==> src/rtl/cdt_defines.svh <==
// register offsets, field positions and reset values of the card detect
// threshold compare block; definitions only
`ifndef CDT_DEFINES_SVH
`define CDT_DEFINES_SVH

// offsets are register indices; the byte address is four times the index
`define CDT_Q_LOW_OFFSET    8'h3F
`define CDT_Q_HIGH_OFFSET   8'h40
`define CDT_I_LOW_OFFSET    8'h41
`define CDT_I_RESULT_OFFSET 8'h42
`define CDT_Q_RESULT_OFFSET 8'h43
`define CDT_IRQ_STAT_OFFSET 8'h48
`define CDT_IRQ_MASK_OFFSET 8'h49

`define CDT_UPPER_HI_POS    7
`define CDT_UPPER_LO_POS    6
`define CDT_FIELD_MSB       5
`define CDT_SUPPRESS_POS    6
`define CDT_FLAG_POS        0

`define CDT_REG_RESET       8'h00
`define CDT_MASK_RESET      8'h00

`define CDT_RESP_OKAY       2'h0
`define CDT_RESP_SLVERR     2'h2

`endif

==> src/rtl/cdt_pkg.sv <==
// types shared by the card detect threshold compare block
// assumes cdt_defines.svh holds all numbers
package cdt_pkg;

  // one detection result, I and Q channel
  typedef struct packed {
    logic [5:0] i_value;
    logic [5:0] q_value;
  } cdt_result_type;

  // read answer of the register slave
  typedef struct packed {
    logic [31:0] data;
    logic [1:0]  resp;
  } cdt_read_type;

endpackage : cdt_pkg

==> src/rtl/cdt_threshold.sv <==
// card detect threshold compare with AXI4-Lite register slave
// assumes result_valid is a one-cycle pulse on sys_clk at the end of a
// detection cycle and detect_start a pulse when a detection procedure begins
//
// How it works
// - I upper border bits 3 and 2 live in bits 7 and 6 at 0x40.
// - I upper border bits 1 and 0 live in bits 7 and 6 at 0x41.
// - I upper border bits 5 and 4 live in bits 7 and 6 at 0x3F.
// - I result above assembled I upper border raises the detect interrupt.
// - Q upper border in bits 5..0 at 0x40; Q above it interrupts.
// - I lower border in bits 5..0 at 0x41; I below it interrupts.
// - Q lower border in bits 5..0 at 0x3F, read/write.
// - a raised detect interrupt sets the flag in the status register.
// - last I result reads at 0x42 bits 5..0, upper bits zero.
// - last Q result reads at 0x43 bits 5..0, bit 7 zero.
// - suppress bit 6 at 0x43 blocks interrupts until next detection.
`timescale 1ns/1ps
`include "cdt_defines.svh"

module cdt_threshold (
  input  wire logic                  sys_clk,
  input  wire logic                  resetn,
  input  wire cdt_pkg::cdt_result_type result_in,
  input  wire logic                  result_valid,
  input  wire logic                  detect_start,
  input  wire logic [9:0]            s_axi_awaddr,
  input  wire logic                  s_axi_awvalid,
  output logic                       s_axi_awready,
  input  wire logic [31:0]           s_axi_wdata,
  input  wire logic [3:0]            s_axi_wstrb,
  input  wire logic                  s_axi_wvalid,
  output logic                       s_axi_wready,
  output logic [1:0]                 s_axi_bresp,
  output logic                       s_axi_bvalid,
  input  wire logic                  s_axi_bready,
  input  wire logic [9:0]            s_axi_araddr,
  input  wire logic                  s_axi_arvalid,
  output logic                       s_axi_arready,
  output logic [31:0]                s_axi_rdata,
  output logic [1:0]                 s_axi_rresp,
  output logic                       s_axi_rvalid,
  input  wire logic                  s_axi_rready,
  output logic                       irq
);

  // ******************************************************************
  // storage
  // ******************************************************************
  logic [7:0]             q_low_reg;   // 0x3F
  logic [7:0]             q_high_reg;  // 0x40
  logic [7:0]             i_low_reg;   // 0x41
  logic                   suppress;
  logic [7:0]             irq_mask;
  logic                   irq_flag;
  cdt_pkg::cdt_result_type last_result;

  // ******************************************************************
  // write channel: address and data latched independently
  // ******************************************************************
  logic       aw_held;
  logic       w_held;
  logic [9:0] aw_addr;
  logic [31:0] w_data;
  logic       w_lane0;

  wire aw_take = s_axi_awvalid & s_axi_awready;
  wire w_take  = s_axi_wvalid & s_axi_wready;
  wire have_aw = aw_held | aw_take;
  wire have_w  = w_held | w_take;
  wire do_write = have_aw & have_w & ~s_axi_bvalid;
  wire [9:0]  wr_addr = aw_held ? aw_addr : s_axi_awaddr;
  wire [31:0] wr_data = w_held ? w_data : s_axi_wdata;
  wire        wr_lane = w_held ? w_lane0 : s_axi_wstrb[0];
  // one register per 32-bit word: odd indices would never decode otherwise
  wire [7:0]  wr_word = wr_addr[9:2];

  wire wr_q_low  = (wr_word == `CDT_Q_LOW_OFFSET);
  wire wr_q_high = (wr_word == `CDT_Q_HIGH_OFFSET);
  wire wr_i_low  = (wr_word == `CDT_I_LOW_OFFSET);
  wire wr_q_res  = (wr_word == `CDT_Q_RESULT_OFFSET);
  wire wr_mask   = (wr_word == `CDT_IRQ_MASK_OFFSET);
  wire wr_ro     = (wr_word == `CDT_I_RESULT_OFFSET) |
                   (wr_word == `CDT_IRQ_STAT_OFFSET);
  wire wr_hit    = wr_q_low | wr_q_high | wr_i_low | wr_q_res |
                   wr_mask | wr_ro;
  wire wr_en     = do_write & wr_lane;

  // ******************************************************************
  // detection compare
  // ******************************************************************
  // upper border is spread over three registers, two bits each
  wire [5:0] i_upper = {q_low_reg[`CDT_UPPER_HI_POS:`CDT_UPPER_LO_POS],
                        q_high_reg[`CDT_UPPER_HI_POS:`CDT_UPPER_LO_POS],
                        i_low_reg[`CDT_UPPER_HI_POS:`CDT_UPPER_LO_POS]};
  wire [5:0] q_upper = q_high_reg[`CDT_FIELD_MSB:0];
  wire [5:0] i_lower = i_low_reg[`CDT_FIELD_MSB:0];
  wire [5:0] q_lower = q_low_reg[`CDT_FIELD_MSB:0];

  wire i_above = result_in.i_value > i_upper;
  wire q_above = result_in.q_value > q_upper;
  wire i_below = result_in.i_value < i_lower;
  wire q_below = result_in.q_value < q_lower;
  wire outside = i_above | q_above | i_below | q_below;
  wire detect_event = result_valid & outside & ~suppress;

  // ******************************************************************
  // read channel
  // ******************************************************************
  wire [7:0] rd_word = s_axi_araddr[9:2];
  wire       rd_take = s_axi_arvalid & s_axi_arready;
  wire       rd_stat = (rd_word == `CDT_IRQ_STAT_OFFSET);
  wire [7:0] stat_byte = {7'h00, irq_flag};
  wire [7:0] rd_byte;
  wire       rd_hit;

  assign rd_byte =
    (rd_word == `CDT_Q_LOW_OFFSET)    ? q_low_reg :
    (rd_word == `CDT_Q_HIGH_OFFSET)   ? q_high_reg :
    (rd_word == `CDT_I_LOW_OFFSET)    ? i_low_reg :
    (rd_word == `CDT_I_RESULT_OFFSET) ? {2'h0, last_result.i_value} :
    (rd_word == `CDT_Q_RESULT_OFFSET) ? {1'b0, suppress,
                                         last_result.q_value} :
    rd_stat                           ? stat_byte :
    (rd_word == `CDT_IRQ_MASK_OFFSET) ? irq_mask : 8'h00;
  assign rd_hit = (rd_word == `CDT_Q_LOW_OFFSET) |
                  (rd_word == `CDT_Q_HIGH_OFFSET) |
                  (rd_word == `CDT_I_LOW_OFFSET) |
                  (rd_word == `CDT_I_RESULT_OFFSET) |
                  (rd_word == `CDT_Q_RESULT_OFFSET) | rd_stat |
                  (rd_word == `CDT_IRQ_MASK_OFFSET);

  wire stat_read_clear = rd_take & rd_stat;

  // ******************************************************************
  // next values
  // ******************************************************************
  // event wins over a read clear in the same cycle
  wire next_flag = detect_event | (irq_flag & ~stat_read_clear);
  // a new detection procedure releases the suppression
  wire next_suppress = (wr_en & wr_q_res) ? wr_data[`CDT_SUPPRESS_POS] :
                       detect_start ? 1'b0 : suppress;
  // mask taken at its next value, so a mask write shows on irq at once
  wire [7:0] next_mask = (wr_en & wr_mask) ? wr_data[7:0] : irq_mask;
  wire next_irq = |({7'h00, next_flag} & next_mask);

  // ******************************************************************
  // registers
  // ******************************************************************
  always_ff @(posedge sys_clk or negedge resetn) begin
    if (!resetn) begin
      q_low_reg  <= `CDT_REG_RESET;
      q_high_reg <= `CDT_REG_RESET;
      i_low_reg  <= `CDT_REG_RESET;
      irq_mask   <= `CDT_MASK_RESET;
    end else if (wr_en) begin
      if (wr_q_low) q_low_reg <= wr_data[7:0];
      if (wr_q_high) q_high_reg <= wr_data[7:0];
      if (wr_i_low) i_low_reg <= wr_data[7:0];
      if (wr_mask) irq_mask <= wr_data[7:0];
    end
  end

  always_ff @(posedge sys_clk or negedge resetn) begin
    if (!resetn) begin
      last_result <= '0;
      suppress    <= 1'b0;
      irq_flag    <= 1'b0;
      irq         <= 1'b0;
    end else begin
      if (result_valid) last_result <= result_in;
      suppress <= next_suppress;
      irq_flag <= next_flag;
      irq      <= next_irq;
    end
  end

  always_ff @(posedge sys_clk or negedge resetn) begin
    if (!resetn) begin
      aw_held <= 1'b0;
      w_held  <= 1'b0;
      aw_addr <= 10'h000;
      w_data  <= 32'h0000_0000;
      w_lane0 <= 1'b0;
    end else begin
      aw_held <= have_aw & ~do_write;
      w_held  <= have_w & ~do_write;
      if (aw_take) aw_addr <= s_axi_awaddr;
      if (w_take) begin
        w_data  <= s_axi_wdata;
        w_lane0 <= s_axi_wstrb[0];
      end
    end
  end

  always_ff @(posedge sys_clk or negedge resetn) begin
    if (!resetn) begin
      s_axi_awready <= 1'b1;
      s_axi_wready  <= 1'b1;
      s_axi_bvalid  <= 1'b0;
      s_axi_bresp   <= `CDT_RESP_OKAY;
    end else begin
      s_axi_awready <= ~(have_aw & ~do_write) & ~do_write &
                       ~(s_axi_bvalid & ~s_axi_bready);
      s_axi_wready  <= ~(have_w & ~do_write) & ~do_write &
                       ~(s_axi_bvalid & ~s_axi_bready);
      if (do_write) begin
        s_axi_bvalid <= 1'b1;
        s_axi_bresp  <= wr_hit ? `CDT_RESP_OKAY : `CDT_RESP_SLVERR;
      end else if (s_axi_bready) begin
        s_axi_bvalid <= 1'b0;
      end
    end
  end

  always_ff @(posedge sys_clk or negedge resetn) begin
    if (!resetn) begin
      s_axi_arready <= 1'b1;
      s_axi_rvalid  <= 1'b0;
      s_axi_rdata   <= 32'h0000_0000;
      s_axi_rresp   <= `CDT_RESP_OKAY;
    end else begin
      if (rd_take) begin
        s_axi_arready <= 1'b0;
        s_axi_rvalid  <= 1'b1;
        s_axi_rdata   <= {24'h000000, rd_byte};
        s_axi_rresp   <= rd_hit ? `CDT_RESP_OKAY : `CDT_RESP_SLVERR;
      end else if (s_axi_rvalid & s_axi_rready) begin
        s_axi_rvalid  <= 1'b0;
        s_axi_arready <= 1'b1;
      end
    end
  end
endmodule : cdt_threshold

==> config.mk <==
export PLATFORM = sky130hd
export DESIGN_NAME = cdt_threshold
export DESIGN_NICKNAME = d
export VERILOG_FILES = /design/src/rtl/cdt_pkg.sv /design/src/rtl/cdt_threshold.sv
export VERILOG_INCLUDE_DIRS = /design/src /design/src/rtl
export SDC_FILE = /design/constraint.sdc
export NUM_CORES = 1
export LEC_CHECK = 0
export BUFFER_PORTS_ARGS = -buffer_cell sky130_fd_sc_hd__buf_2
export CORE_ASPECT_RATIO = 0.5
export CORE_UTILIZATION = 46
export CTS_BUF_LIST = sky130_fd_sc_hd__clkbuf_8
export DETAILED_ROUTE_END_ITERATION = 8
export PLACE_DENSITY = 0.71
export SYNTH_ARGS = -nofsm -noshare
export SYNTH_HDL_FRONTEND = slang
export SYNTH_SLANG_ARGS = --single-unit
==> constraint.sdc <==
create_clock -name sys_clk -period 2.2 [get_ports sys_clk]
set_input_delay 0.22 -clock sys_clk [delete_from_list [all_inputs] [get_ports sys_clk]]
set_output_delay 0.22 -clock sys_clk [all_outputs]
set_load 0.01 [all_outputs]
# After elaboration in Yosys (flattened, before gate mapping)
# Index checks and enable logic that the tools add are counted.
[totals]
ff_bits = 85
latch_bits = 0
ram_bits = 0
romBits = 0
in_bits = 77
out_inout_bits = 42
wordCells = 116
mem_count = 0
[classes]
add_sub_neg = 0
mul = 0
div = 0
n_lt_le_gt_ge = 4
eq_ne = 14
shifts = 0
n_mux = 21
bitwise = 47
reduce_logical = 8
[op_table]
columns = ["operator", "n"]
rows = [
  ["8-bit by 7-bit == test with 1-bit output (second input constant)", 12],
  ["8-bit two-way mux", 9],
  ["1-bit bitwise AND", 20],
  ["1-bit bitwise OR", 18],
  ["8-bit by 6-bit == test with 1-bit output (second input constant)", 2],
  ["6-bit greater-than comparator", 2],
  ["6-bit less-than comparator", 2],
  ["10-bit two-way mux", 1],
  ["1-bit two-way mux", 9],
  ["1-bit by 8-bit bitwise AND with 8-bit output", 1],
  ["1-bit inverter", 8],
  ["2-bit AND reduction", 4],
  ["8-bit OR reduction", 1],
  ["2-bit nonzero test", 3],
  ["2-bit two-way mux", 2],
]

# Depth between registers and ports, before layout
# Gate-level depths: netlist of the first run.
[depth]
ltp_word = 9
depth_mapped = 8
ltp_nobuf = 8

# Least setup slack after synthesis of the first run
# Ideal clock, no wire load.
[synth_path]
path_kind = "register to register"
start = "register s_axi_wready"
end = "register i_low_reg[1]"
setup_ps = 130
arrival_time_ps = 1852
required_time_ps = 2070
slack_ps = 218
path_stages_with_launch = 8
n_path_buf = 1
synth_period_minus_slack_ps = 1982
cell_sequence = "dfstp_2 nand4b_1 a211o_1 a2111oi_2 nand2b_1 buf_2 nand2_1 o21ai_1"
[synth_between]
elab_chain_len = 6
[synth_rtl]
columns = ["item", "line", "text"]
rows = [
  ["start, declared", "cdt_threshold.sv:32", "output logic s_axi_wready,"],
  ["start signal, assigned", "cdt_threshold.sv:204", "s_axi_wready <= ~(have_w & ~do_write) & ~do_write &"],
  ["1-bit bitwise AND", "cdt_threshold.sv:67", "wire w_take = s_axi_wvalid & s_axi_wready;"],
  ["1-bit bitwise OR", "cdt_threshold.sv:69", "wire have_w = w_held | w_take;"],
  ["1-bit bitwise AND (2 in series)", "cdt_threshold.sv:70", "wire do_write = have_aw & have_w & ~s_axi_bvalid;"],
  ["1-bit bitwise AND", "cdt_threshold.sv:86", "wire wr_en = do_write & wr_lane;"],
  ["2-bit AND reduction (no source line)", "n/a", ""],
  ["end signal, assigned", "cdt_threshold.sv:153", "i_low_reg <= `CDT_REG_RESET;"],
  ["end signal, assigned", "cdt_threshold.sv:158", "if (wr_i_low) i_low_reg <= wr_data[7:0];"],
  ["end, declared", "cdt_threshold.sv:51", "logic [7:0] i_low_reg;"],
]
# No other way between the ends.
# A chain may end at the register's enable or synchronous reset.

# Final worst setup path of the first run
[layout_path]
start = "register s_axi_wready"
end = "register q_high_reg[5]"
[layout_between]
elab_chain_len = 6
[layout_rtl]
columns = ["item", "line", "text"]
rows = [
  ["1-bit bitwise AND", "cdt_threshold.sv:67", ""],
  ["1-bit bitwise OR", "cdt_threshold.sv:69", ""],
  ["1-bit bitwise AND (2 in series)", "cdt_threshold.sv:70", ""],
  ["1-bit bitwise AND", "cdt_threshold.sv:86", ""],
  ["2-bit AND reduction (no source line)", "n/a", ""],
  ["end signal, assigned", "cdt_threshold.sv:152", "q_high_reg <= `CDT_REG_RESET;"],
  ["end signal, assigned", "cdt_threshold.sv:157", "if (wr_q_high) q_high_reg <= wr_data[7:0];"],
  ["end, declared", "cdt_threshold.sv:50", "logic [7:0] q_high_reg;"],
]
# No other way between the ends.

==> results of run 1 <==
[kinds of logic (layout without fill, tap and decap cells)]
logic type               count (synthesis)  after routing  share of synthesized area (%)
AO/OA/AOI/OAI                          108            108                          15.81
adder cells (fa/ha/maj)                 22             22                          6.257
buffers and inverters                   68            121                          8.163
flip-flops                              81             81                          46.16
multiplexers                            39             39                          9.727
other                                    1             26                        0.08524
AND/OR/NAND/NOR                        124            124                          13.79
[layout make-up]
type                            count  area (sq um)
Fill cell                         819          3966
Multi-Input combinational cell    319          2103
Sequential cell                    81          2031
Timing Repair Buffer               78         450.4
Tap cell                          117         146.4
Clock buffer                        9         123.9
Inverter                           27         101.3
Clock inverter                      7         56.30
[layer usage]
| layer | wire, um | up-vias |
|---|---|---|
| met2 | 4172 | 140 |
| met5 | 0 | - |
| met3 | 786 | 14 |
| li1 | - | 1665 |
| met4 | 143 | 0 |
| met1 | 5062 | 1635 |
[power groups by stage]
stage	sequential (uW)	combinational, uW	clock, uW
finish	2040	1140	1020
global route	2090	1280	1110
CTS	2040	1150	1040
detailed placement	2060	1150	0
global placement	2050	1110	0
floorplan	2010	807	0
[synth_stat cells, types with 3 or more instances]
master / number / share of area, %
nor2b_1: 8 / 1.1
a21o_1: 3 / 0.51
a221oi_1: 5 / 1.0
buf_4: 26 / 4.4
o21ai_1: 25 / 2.8
o21bai_1: 3 / 0.51
dfstp_2: 3 / 1.8
a21oi_1: 24 / 2.7
nor3_1: 7 / 0.80
or2_1: 3 / 0.43
nand3_1: 3 / 0.34
mux2i_1: 9 / 2.0
mux2_2: 23 / 5.9
ha_1: 22 / 6.3
dfrtp_1: 78 / 44
nand4_1: 3 / 0.43
a211oi_1: 4 / 0.68
nor2_1: 23 / 2.0
nand2b_1: 5 / 0.71
mux2_1: 7 / 1.8
clkbuf_1: 10 / 0.85
a22oi_1: 6 / 1.0
inv_1: 26 / 2.2
nand2_1: 56 / 4.8
buf_2: 5 / 0.57
o21ai_0: 12 / 1.4
[worst reg2reg max path, cell delays in order (launching register included)]
cell,delay (ns)
dfstp_2,0.56
nand4b_1,0.12
a211o_1,0.36
a2111oi_2,0.39
nand2_1,0.09
buf_4,0.20
nand2_1,0.08
o21ai_1,0.06
[through the flow]
stage | total power, uW | instances | hold slack, ns | cell area, sq um
global route | 4479 | 638 | 0.05226 | 5012
finish | 4197 | 638 | 0.04742 | 5012
CTS | 4234 | 638 | 0.03202 | 5012
detailed placement | 3215 | 621 | 0.2605 | 4822
global placement | 3162 | 621 | 0.2539 | 4822
floorplan | 2820 | 468 | -0.07559 | 4493
[repair_timing]
action,in CTS,in global routing
hold endpoints to repair,40,0
hold buffers,1,0
setup endpoints to repair,0,0
[worst max path at each step]
stage                          from             end  slack [ns]  depth (start not counted)
detailed placement  s_axi_araddr[6]  s_axi_rdata[5]       -0.03                          7
CTS                    s_axi_wready   q_high_reg[5]        0.21                          7
global placement    s_axi_araddr[6]  s_axi_rdata[5]       0.009                          7
floorplan              s_axi_wready    i_low_reg[1]        0.22                          7
finish                 s_axi_wready   q_high_reg[5]        0.22                          7
global route           s_axi_wready   q_high_reg[5]         0.1                          7
==> run_results.csv, run 1 <==
group,metric,value,unit
pwr,p_seq_share,48.6,%
global_routing,grt_max_degree,44,
worst_setup_path,critPathKind,"reg2reg",
routing,firstDrtPassIters,5,
synthesis,synth-seq-area-share,46.16,%
clock_network,post_cts_buffers,0,
synthesis,syn_area_per_cell,9.931,sq um
pwr,vdd_drop_max,0.4892,mV
status,status,"finished clean",
global_routing,grt_pass1_vias,3293,
sta,setup_ws,0.2224,ns
worst_setup_path,r2r-start,"s_axi_wready",
floorplan,die-area,9982,sq um
sta,tightest_slew,0.5590,ns
routing,wl_per_cell,15.93,um
floorplan,start_util,49.00,%
synthesis,synthCells,443,
synthesis,syn-cell-area,4399,sq um
sta,rsz0062_at_grt,"no",
synthesis,yosys.cell_types.count,60,
floorplan,core,8979,sq um
sta,skew,0.01028,ns
finish,final_cell_mix,"dfrtp_1 (78), buf_2 (60), nand2_1 (56)",
finish,regMostFlops,"last_result",
clock_network,htreeDepth,3,
placement,place_congestion,0.8773,
clock_network,clockRootBuffer,"clkbuf_8",
hold_path,min_path_type,"in2reg",
sta,fin_tns_setup,0,ns
synthesis,yosysWarningCount,0,
worst_setup_path,cp.required,2.44,ns
global_routing,grt.busiest_layer,"met2",
global_routing,grt_antenna_before_repair,0,
worst_setup_path,cp_data_arrival_time,2.22,ns
worst_setup_path,crit_fanout,16,
synthesis,synth-seq-cells,81,
finish,layout-drive-gt1-share,23.99,%
worst_setup_path,reg2reg_depth,7,
worst_setup_path,cpMostUsedCell,"nand2_1",
pwr,netSwitchingPower,1435,uW
floorplan,row_count,24,
worst_setup_path,cp_slowest_cell,"dfstp_2",
routing,drc,0,
routing,vias,3454,
finish,largest_reg_flops,12,
run,cap_violations,0,
routing,ant_nets,0,
global_routing,grt_util_met3,6.026,%
pwr,power.share.switching,34.19,%
pwr,power_density,837.4,nW/um^2
clock_network,clock-sinks,81,
global_routing,grt_pass1_wl,16670,um
floorplan,num_io_pins,119,
hold_path,min_from,"s_axi_rready",
clock_network,tritoncts,"built",
sta,period_minus_slack,1.978,ns
pwr,p_int,2762,uW
placement,portBuffers,61,
sta,min_period_over_period,89.89,%
clock_network,path_clk_slew,0.08,ns
clock_network,clk_latency,0.37,ns
placement,place_ws,-0.02889,ns
pwr,clock_power_share,24.2,%
worst_setup_path,r2r_setup_slack,0.22,ns
finish,n_antenna_cell,0,
synthesis,synth-edff-count,0,
global_routing,met1_usage,31.21,%
worst_setup_path,cp_cell_sequence,"nand4b_1 > a211o_1 > a2111oi_2 > nand2_1 > buf_4 > nand2_1 > o21ai_1",
clock_network,numCtsBuffers,9,
global_routing,gr-total-overflow,0,
sta,maxSlewHeadroom,62.74,%
worst_setup_path,crit_path_max_incr_delay,0.56,ns
finish,final_common_cell,"dfrtp_1",
pwr,share_comb_of_total_power,27.2,%
sta,drv_slew,0,
placement,hpwl,7880,um
pwr,p_leak,0.002279,uW
worst_setup_path,cp_num_buf_inv,1,
finish,final_util,55.83,%
worst_setup_path,critical-path-top-delay-family,"compound AO/OA/AOI/OAI gates",
synthesis,dominantRegCellSynth,"dfrtp_1",
global_routing,grtUsageMet2,32.72,%
sta,fmax,505.7,MHz
floorplan,die_w,140.3,um
global_routing,grt_use_total,22.01,%
routing,drtIter0Drc,259,
sta,hold_viol,0,
finish,syn_to_final_growth,13.94,%
sta,finalSetupViolations,0,
worst_setup_path,critPathCaptureType,"register",
routing,via_per_inst,5.414,
hold_path,hold_depth,2,
routing,drt-total-wl,10160,um
worst_setup_path,r2r-end,"q_high_reg[5]",
synthesis,async_flop_share,100.0,%
floorplan,die_height,71.15,um
worst_setup_path,cp-start-kind,"register",
clock_network,ctsResizeCount,0,
finish,nets,615,
hold_path,hold-path-endpoint,"s_axi_rvalid",
clock_network,cts_buffer_depth,2,
Power figures use the tool's default switching activity.
==> run 2: changes to the inputs <==
--- a/config.mk
+++ b/config.mk
@@ -6,12 +6,12 @@
 export SDC_FILE = /design/constraint.sdc
 export NUM_CORES = 1
 export LEC_CHECK = 0
+export ABC_AREA = 1
 export BUFFER_PORTS_ARGS = -buffer_cell sky130_fd_sc_hd__buf_2
 export CORE_ASPECT_RATIO = 0.5
-export CORE_UTILIZATION = 46
+export CORE_UTILIZATION = 40
 export CTS_BUF_LIST = sky130_fd_sc_hd__clkbuf_8
 export DETAILED_ROUTE_END_ITERATION = 8
-export PLACE_DENSITY = 0.71
 export SYNTH_ARGS = -nofsm -noshare
 export SYNTH_HDL_FRONTEND = slang
 export SYNTH_SLANG_ARGS = --single-unit
==> run 2 against run 1 <==
Compared with the run above: cell count up 28%; routed wire length up 4.9%; final area up 4.3%; clock skew about the same; register-to-register slack better by 0.05 ns; hold slack better by 0.014 ns; synthesized area up 5.9%; fmax up 2.5%; sequential share of layout area down 1.7 points; clock-buffer cell count up 1; via count up 11%; combinational power up 34%.
==> run_results.csv, run 2 <==
group,metric,value,unit
worst_setup_path,critPathCaptureType,"register",
worst_setup_path,cp_data_arrival_time,2.15,ns
finish,final_common_cell,"nand2_1",
synthesis,syn-cell-area,4657,sq um
sta,min_period_over_period,87.67,%
pwr,p_seq_share,44.8,%
run,cap_violations,0,
sta,skew,0.01015,ns
sta,rsz0062_at_grt,"no",
finish,regMostFlops,"last_result",
clock_network,tritoncts,"built",
global_routing,gr-total-overflow,0,
synthesis,syn_area_per_cell,7.788,sq um
finish,layout-drive-gt1-share,18.60,%
placement,portBuffers,61,
routing,firstDrtPassIters,4,
finish,multi_input_area,2145,sq um
finish,syn_to_final_growth,12.25,%
synthesis,synth.top_cells.by_count,"nand2_1 (171), dfrtp_1 (78), inv_1 (77)",
floorplan,num_io_pins,119,
routing,ant_nets,0,
synthesis,async_flop_share,100.0,%
sta,maxSlewHeadroom,52.43,%
synthesis,synth_top_area_share,41.91,%
clock_network,clock-sinks,81,
sta,fmax,518.5,MHz
worst_setup_path,r2r_setup_slack,0.27,ns
placement,hpwl,8280,um
global_routing,grt_use_total,19.14,%
sta,drv_slew,0,
clock_network,path_clk_slew,0.08,ns
clock_network,clockRootBuffer,"clkbuf_8",
global_routing,grt_pass1_vias,3479,
global_routing,grt_pass1_wl,17700,um
sta,fin_tns_setup,0,ns
hold_path,min_path_type,"in2reg",
sta,period_minus_slack,1.929,ns
clock_network,numCtsBuffers,9,
clock_network,clk_latency,0.36,ns
floorplan,core,11150,sq um
finish,num-fill-cells,1102,
sta,finalSetupViolations,0,
synthesis,synth-seq-cells,81,
synthesis,synth_area_leader_cell,"dfrtp_1",
global_routing,grt_max_degree,41,
sta,hold_viol,0,
synthesis,synth-seq-area-share,43.61,%
routing,vias,3837,
routing,drtIter0Drc,266,
routing,drt-total-wl,10670,um
status,status,"finished clean",
floorplan,start_util,41.77,%
finish,register_area,2031,sq um
pwr,power_density,862.1,nW/um^2
finish,n_antenna_cell,0,
routing,wl_per_cell,13.05,um
pwr,power.share.switching,38.51,%
synthesis,synthCells,598,
placement,place_congestion,0.8650,
finish,final_cell_mix,"nand2_1 (171), inv_1 (79), dfrtp_1 (78)",
floorplan,row_count,27,
finish,largest_reg_flops,12,
floorplan,die_height,78.30,um
pwr,p_leak,0.002747,uW
worst_setup_path,cp-start-kind,"register",
sta,tightest_slew,0.7061,ns
finish,nets,767,
clock_network,cts_buffer_depth,2,
pwr,p_int,2771,uW
synthesis,yosys.cell_types.count,31,
routing,drc,0,
synthesis,yosysWarningCount,0,
floorplan,die-area,12100,sq um
routing,via_per_inst,4.696,
synthesis,synth-edff-count,0,
pwr,share_comb_of_total_power,34.0,%
clock_network,htreeDepth,3,
synthesis,dominantRegCellSynth,"dfrtp_1",
worst_setup_path,critPathKind,"reg2reg",
clock_network,ctsResizeCount,0,
pwr,clock_power_share,21.2,%
floorplan,die_w,154.6,um
pwr,vdd_drop_max,0.5080,mV
synthesis,synth.area.top_cells,"dfrtp_1 (42%), nand2_1 (14%), inv_1 (6.2%)",
global_routing,grt_antenna_before_repair,0,
sta,whs,0.06169,ns
synthesis,yosysMostFrequentCell,"nand2_1",
worst_setup_path,cp.required,2.42,ns
pwr,netSwitchingPower,1736,uW
worst_setup_path,crit_fanout,16,
[run 2: cell types whose count changed in the layout (fill, tap and decap cells not counted), sizes merged, moves of 8 or more]
cell	before	now
nand2	56	180
inv	30	82
o21ai	38	88
mux2	30	0
nand3	3	31
nor2	23	36
mux2i	9	0
a21oi	24	16
nor2b	8	0
[run 2: layout make-up]
class,count,share of cell area [%]
Sequential cell,81,38.85
Timing Repair Buffer,74,7.803
Inverter,80,5.744
Clock buffer,10,2.633
Multi-Input combinational cell,422,41.02
Tap cell,145,3.471
Clock inverter,5,0.4787
[run 2: cells by family after synthesis]
kind of cell,Yosys count,share of synthesized area [%]
other,1,0.08052
buffers and inverters,120,12.36
flip-flops,81,43.61
AO/OA/AOI/OAI,111,13.27
adder cells (fa/ha/maj),22,5.911
AND/OR/NAND/NOR,263,24.77
[run 2: final timing paths]
check,start,endpoint,cells past startpoint
setup / recovery,aw_held,i_low_reg[1],7
hold / removal,s_axi_bready,s_axi_bvalid,2
setup reg to reg,aw_held,i_low_reg[1],7
hold reg to reg,last_result[1],last_result[1],2
max in group asynchronous,resetn,s_axi_arready,3
min in group asynchronous,resetn,aw_addr[6],2
[run 2: per-layer routing]
layer,up-vias,wire (um),track usage (%)
met5,-,0,0
met4,0,86,4.455
met3,7,654,5.301
met2,119,4180,26.47
met1,1700,5743,28.99
li1,2011,-,-
[run 2: power groups by stage]
stage / Combinational, uW / Clock (uW) / Sequential, uW
final: 1530 / 956 / 2020
after global routing: 1770 / 1070 / 2070
after CTS: 1560 / 995 / 2020
after detailed placement: 1550 / 0 / 2040
after global placement: 1530 / 0 / 2040
after floorplan: 1070 / 0 / 2050
[run 2: metrics by stage]
step	util, %	cells	power, uW	cell area, sq um	setup WS [ns]
after floorplan	-	623	3111	4751	0.3916
after global placement	45.34	801	3564	5055	0.2857
after global routing	46.89	817	4910	5228	0.03990
after CTS	46.89	817	4575	5228	0.2487
final	46.89	817	4506	5228	0.2712
after detailed placement	45.34	801	3598	5055	0.2711
[run 2: repair_timing]
item | CTS | global route
hold endpoints to repair | 37 | 0
setup buffers | 0 | 0
hold buffers | 1 | 0
[run 2: worst max-delay path, cell delays in order (launching register included)]
cell and delay, ns:
dfrtp_1 0.50, buf_4 0.21, o21ai_2 0.23, nand2_4 0.10, nor3_4 0.24, nand4_4 0.29
nand2_1 0.17, o21ai_2 0.06
==> run 3: changes to the inputs <==
--- a/config.mk
+++ b/config.mk
@@ -8,10 +8,13 @@
 export LEC_CHECK = 0
 export ABC_AREA = 1
 export BUFFER_PORTS_ARGS = -buffer_cell sky130_fd_sc_hd__buf_2
+export CELL_PAD_IN_SITES_DETAIL_PLACEMENT = 0
+export CELL_PAD_IN_SITES_GLOBAL_PLACEMENT = 1
 export CORE_ASPECT_RATIO = 0.5
 export CORE_UTILIZATION = 40
 export CTS_BUF_LIST = sky130_fd_sc_hd__clkbuf_8
 export DETAILED_ROUTE_END_ITERATION = 8
+export PLACE_DENSITY_LB_ADDON = 0.1
 export SYNTH_ARGS = -nofsm -noshare
 export SYNTH_HDL_FRONTEND = slang
 export SYNTH_SLANG_ARGS = --single-unit
==> run 3 against run 2 <==
Compared with the run above: routed wire length grew 6.4%; via count is 0.10% lower; clock-buffer cell count is the same; clock skew is essentially flat; clock power rose by 19%; non-clock buffer count did not move; die area unchanged; hold slack worse by 0.019 ns; core utilization increased by 0.49 points; sequential share of layout area is 0.40 points lower; setup slack lost 0.038 ns; register-to-register slack lost 0.04 ns; critical endpoint is now i_low_reg[4].
==> run_results.csv, run 3 (synthesized netlist as in run 2, its figures left out) <==
group,metric,value,unit
clock_network,clock-sinks,81,
worst_setup_path,cp_data_arrival_time,2.20,ns
floorplan,die_height,78.30,um
finish,final_common_cell,"nand2_1",
finish,layout-drive-gt1-share,18.87,%
hold_path,min_path_type,"in2reg",
sta,drv_slew,0,
clock_network,numCtsBuffers,9,
finish,final_cell_mix,"nand2_1 (171), inv_1 (78), dfrtp_1 (78)",
sta,finalSetupViolations,0,
finish,regMostFlops,"last_result",
worst_setup_path,cp_cell_sequence,"buf_4 > inv_2 > nand2_1 > nand3_1 > nor2_4 > nand4_4 > nand2_1 > o21ai_2",
routing,drc,0,
sta,maxSlewHeadroom,49.56,%
pwr,p_leak,0.002766,uW
floorplan,core,11150,sq um
routing,wl_per_cell,13.88,um
worst_setup_path,cp-start-kind,"register",
sta,min_period_over_period,89.41,%
floorplan,die-area,12100,sq um
worst_setup_path,cp_slowest_cell,"dfrtp_1",
global_routing,grt_antenna_before_repair,0,
worst_setup_path,crit_path_max_incr_delay,0.33,ns
routing,firstDrtPassIters,5,
finish,largest_reg_flops,12,
clock_network,path_clk_slew,0.09,ns
finish,num-fill-cells,1173,
global_routing,gr-total-overflow,0,
finish,nets,767,
finish,syn_to_final_growth,13.43,%
clock_network,tritoncts,"built",
global_routing,grt_max_degree,47,
clock_network,ctsResizeCount,0,
worst_setup_path,critPathKind,"reg2reg",
worst_setup_path,cpMostUsedCell,"nand2_1",
sta,rsz0062_at_grt,"no",
sta,tightest_slew,0.7488,ns
clock_network,clockRootBuffer,"clkbuf_8",
pwr,vdd_drop_max,0.4582,mV
clock_network,htreeDepth,3,
floorplan,num_io_pins,119,
routing,drtIter0Drc,249,
worst_setup_path,crit_fanout,16,
routing,via_per_inst,4.686,
floorplan,row_count,27,
global_routing,grt_use_total,20.64,%
worst_setup_path,critical-path-top-delay-family,"simple AND/OR/NAND/NOR gates",
worst_setup_path,cp_num_buf_inv,2,
sta,fin_tns_setup,0,ns
finish,n_antenna_cell,0,
sta,period_minus_slack,1.967,ns
run,cap_violations,0,
routing,drt-total-wl,11350,um
global_routing,grt_pass1_wl,18930,um
sta,fmax,508.4,MHz
placement,hpwl,8522,um
placement,portBuffers,61,
sta,whs,0.04307,ns
routing,ant_nets,0,
routing,vias,3833,
placement,place_congestion,0.7670,
clock_network,cts_buffer_depth,2,
floorplan,die_w,154.6,um
floorplan,start_util,41.77,%
clock_network,clk_latency,0.36,ns
status,status,"finished clean",
pwr,power_density,894.9,nW/um^2
global_routing,grt_pass1_vias,3597,
sta,skew,0.009744,ns
worst_setup_path,cp.required,2.44,ns
worst_setup_path,critPathCaptureType,"register",
worst_setup_path,r2r_setup_slack,0.23,ns
sta,hold_viol,0,
[run 3: final timing paths]
check                                       to  cells after the start           start
worst max register to register    i_low_reg[4]                      8         aw_held
min in group asynchronous       last_result[1]                      2          resetn
worst max-delay path              i_low_reg[4]                      8         aw_held
max in group asynchronous         s_axi_wready                      3          resetn
worst min register to register  last_result[5]                      2  last_result[5]
worst min-delay path              s_axi_bvalid                      2    s_axi_bready
[run 3: area by class of cell]
cell class / instances / area, sq um / area share (%)
flip-flops and latches: 81 / 2031 / 38.44
clock buffers: 10 / 137.6 / 2.605
well taps: 145 / 181.4 / 3.434
inverters: 80 / 300.3 / 5.685
clock inverters: 6 / 67.56 / 1.279
multi-input cells: 422 / 2145 / 40.60
repair buffers: 74 / 420.4 / 7.958
[run 3: worst register-to-register path, cell delays in order (launching register included)]
cell and delay, ns:
dfrtp_1 0.33, buf_4 0.23, inv_2 0.08, nand2_1 0.10
nand3_1 0.25, nor2_4 0.30, nand4_4 0.32, nand2_1 0.18
o21ai_2 0.06
[run 3: report_power, final]
part           switching (uW)  total, uW  internal [uW]
sequential                168       1990           1820
clock                     584       1140            560
combinational            1060       1600            532
[run 3: routing by layer]
layer  vias up  wire length, um  global-route usage [%]
li1       2000                -                       -
met1      1704             6133                   31.00
met2       121             4460                   29.77
met3         8              694                   5.191
met4         0               61                   3.861
met5         -                0                       0
[run 3: metrics by stage]
step                instance area (sq um)  util, %  cells  setup WS [ns]  total power [uW]
finish                               5283    47.39    818         0.2330              4727
CTS                                  5283    47.39    818         0.2007              4778
global placement                     5067    45.45    801         0.2527              3594
floorplan                            4751        -    623         0.3916              3111
global route                         5283    47.39    818       0.004996              5108
detailed placement                   5067    45.45    801         0.2266              3625
[run 3: repair_timing]
action                                 in CTS  in global routing
hold buffers                                1                  0
endpoints found under the hold margin      18                  0
buffers inserted                            0                  0
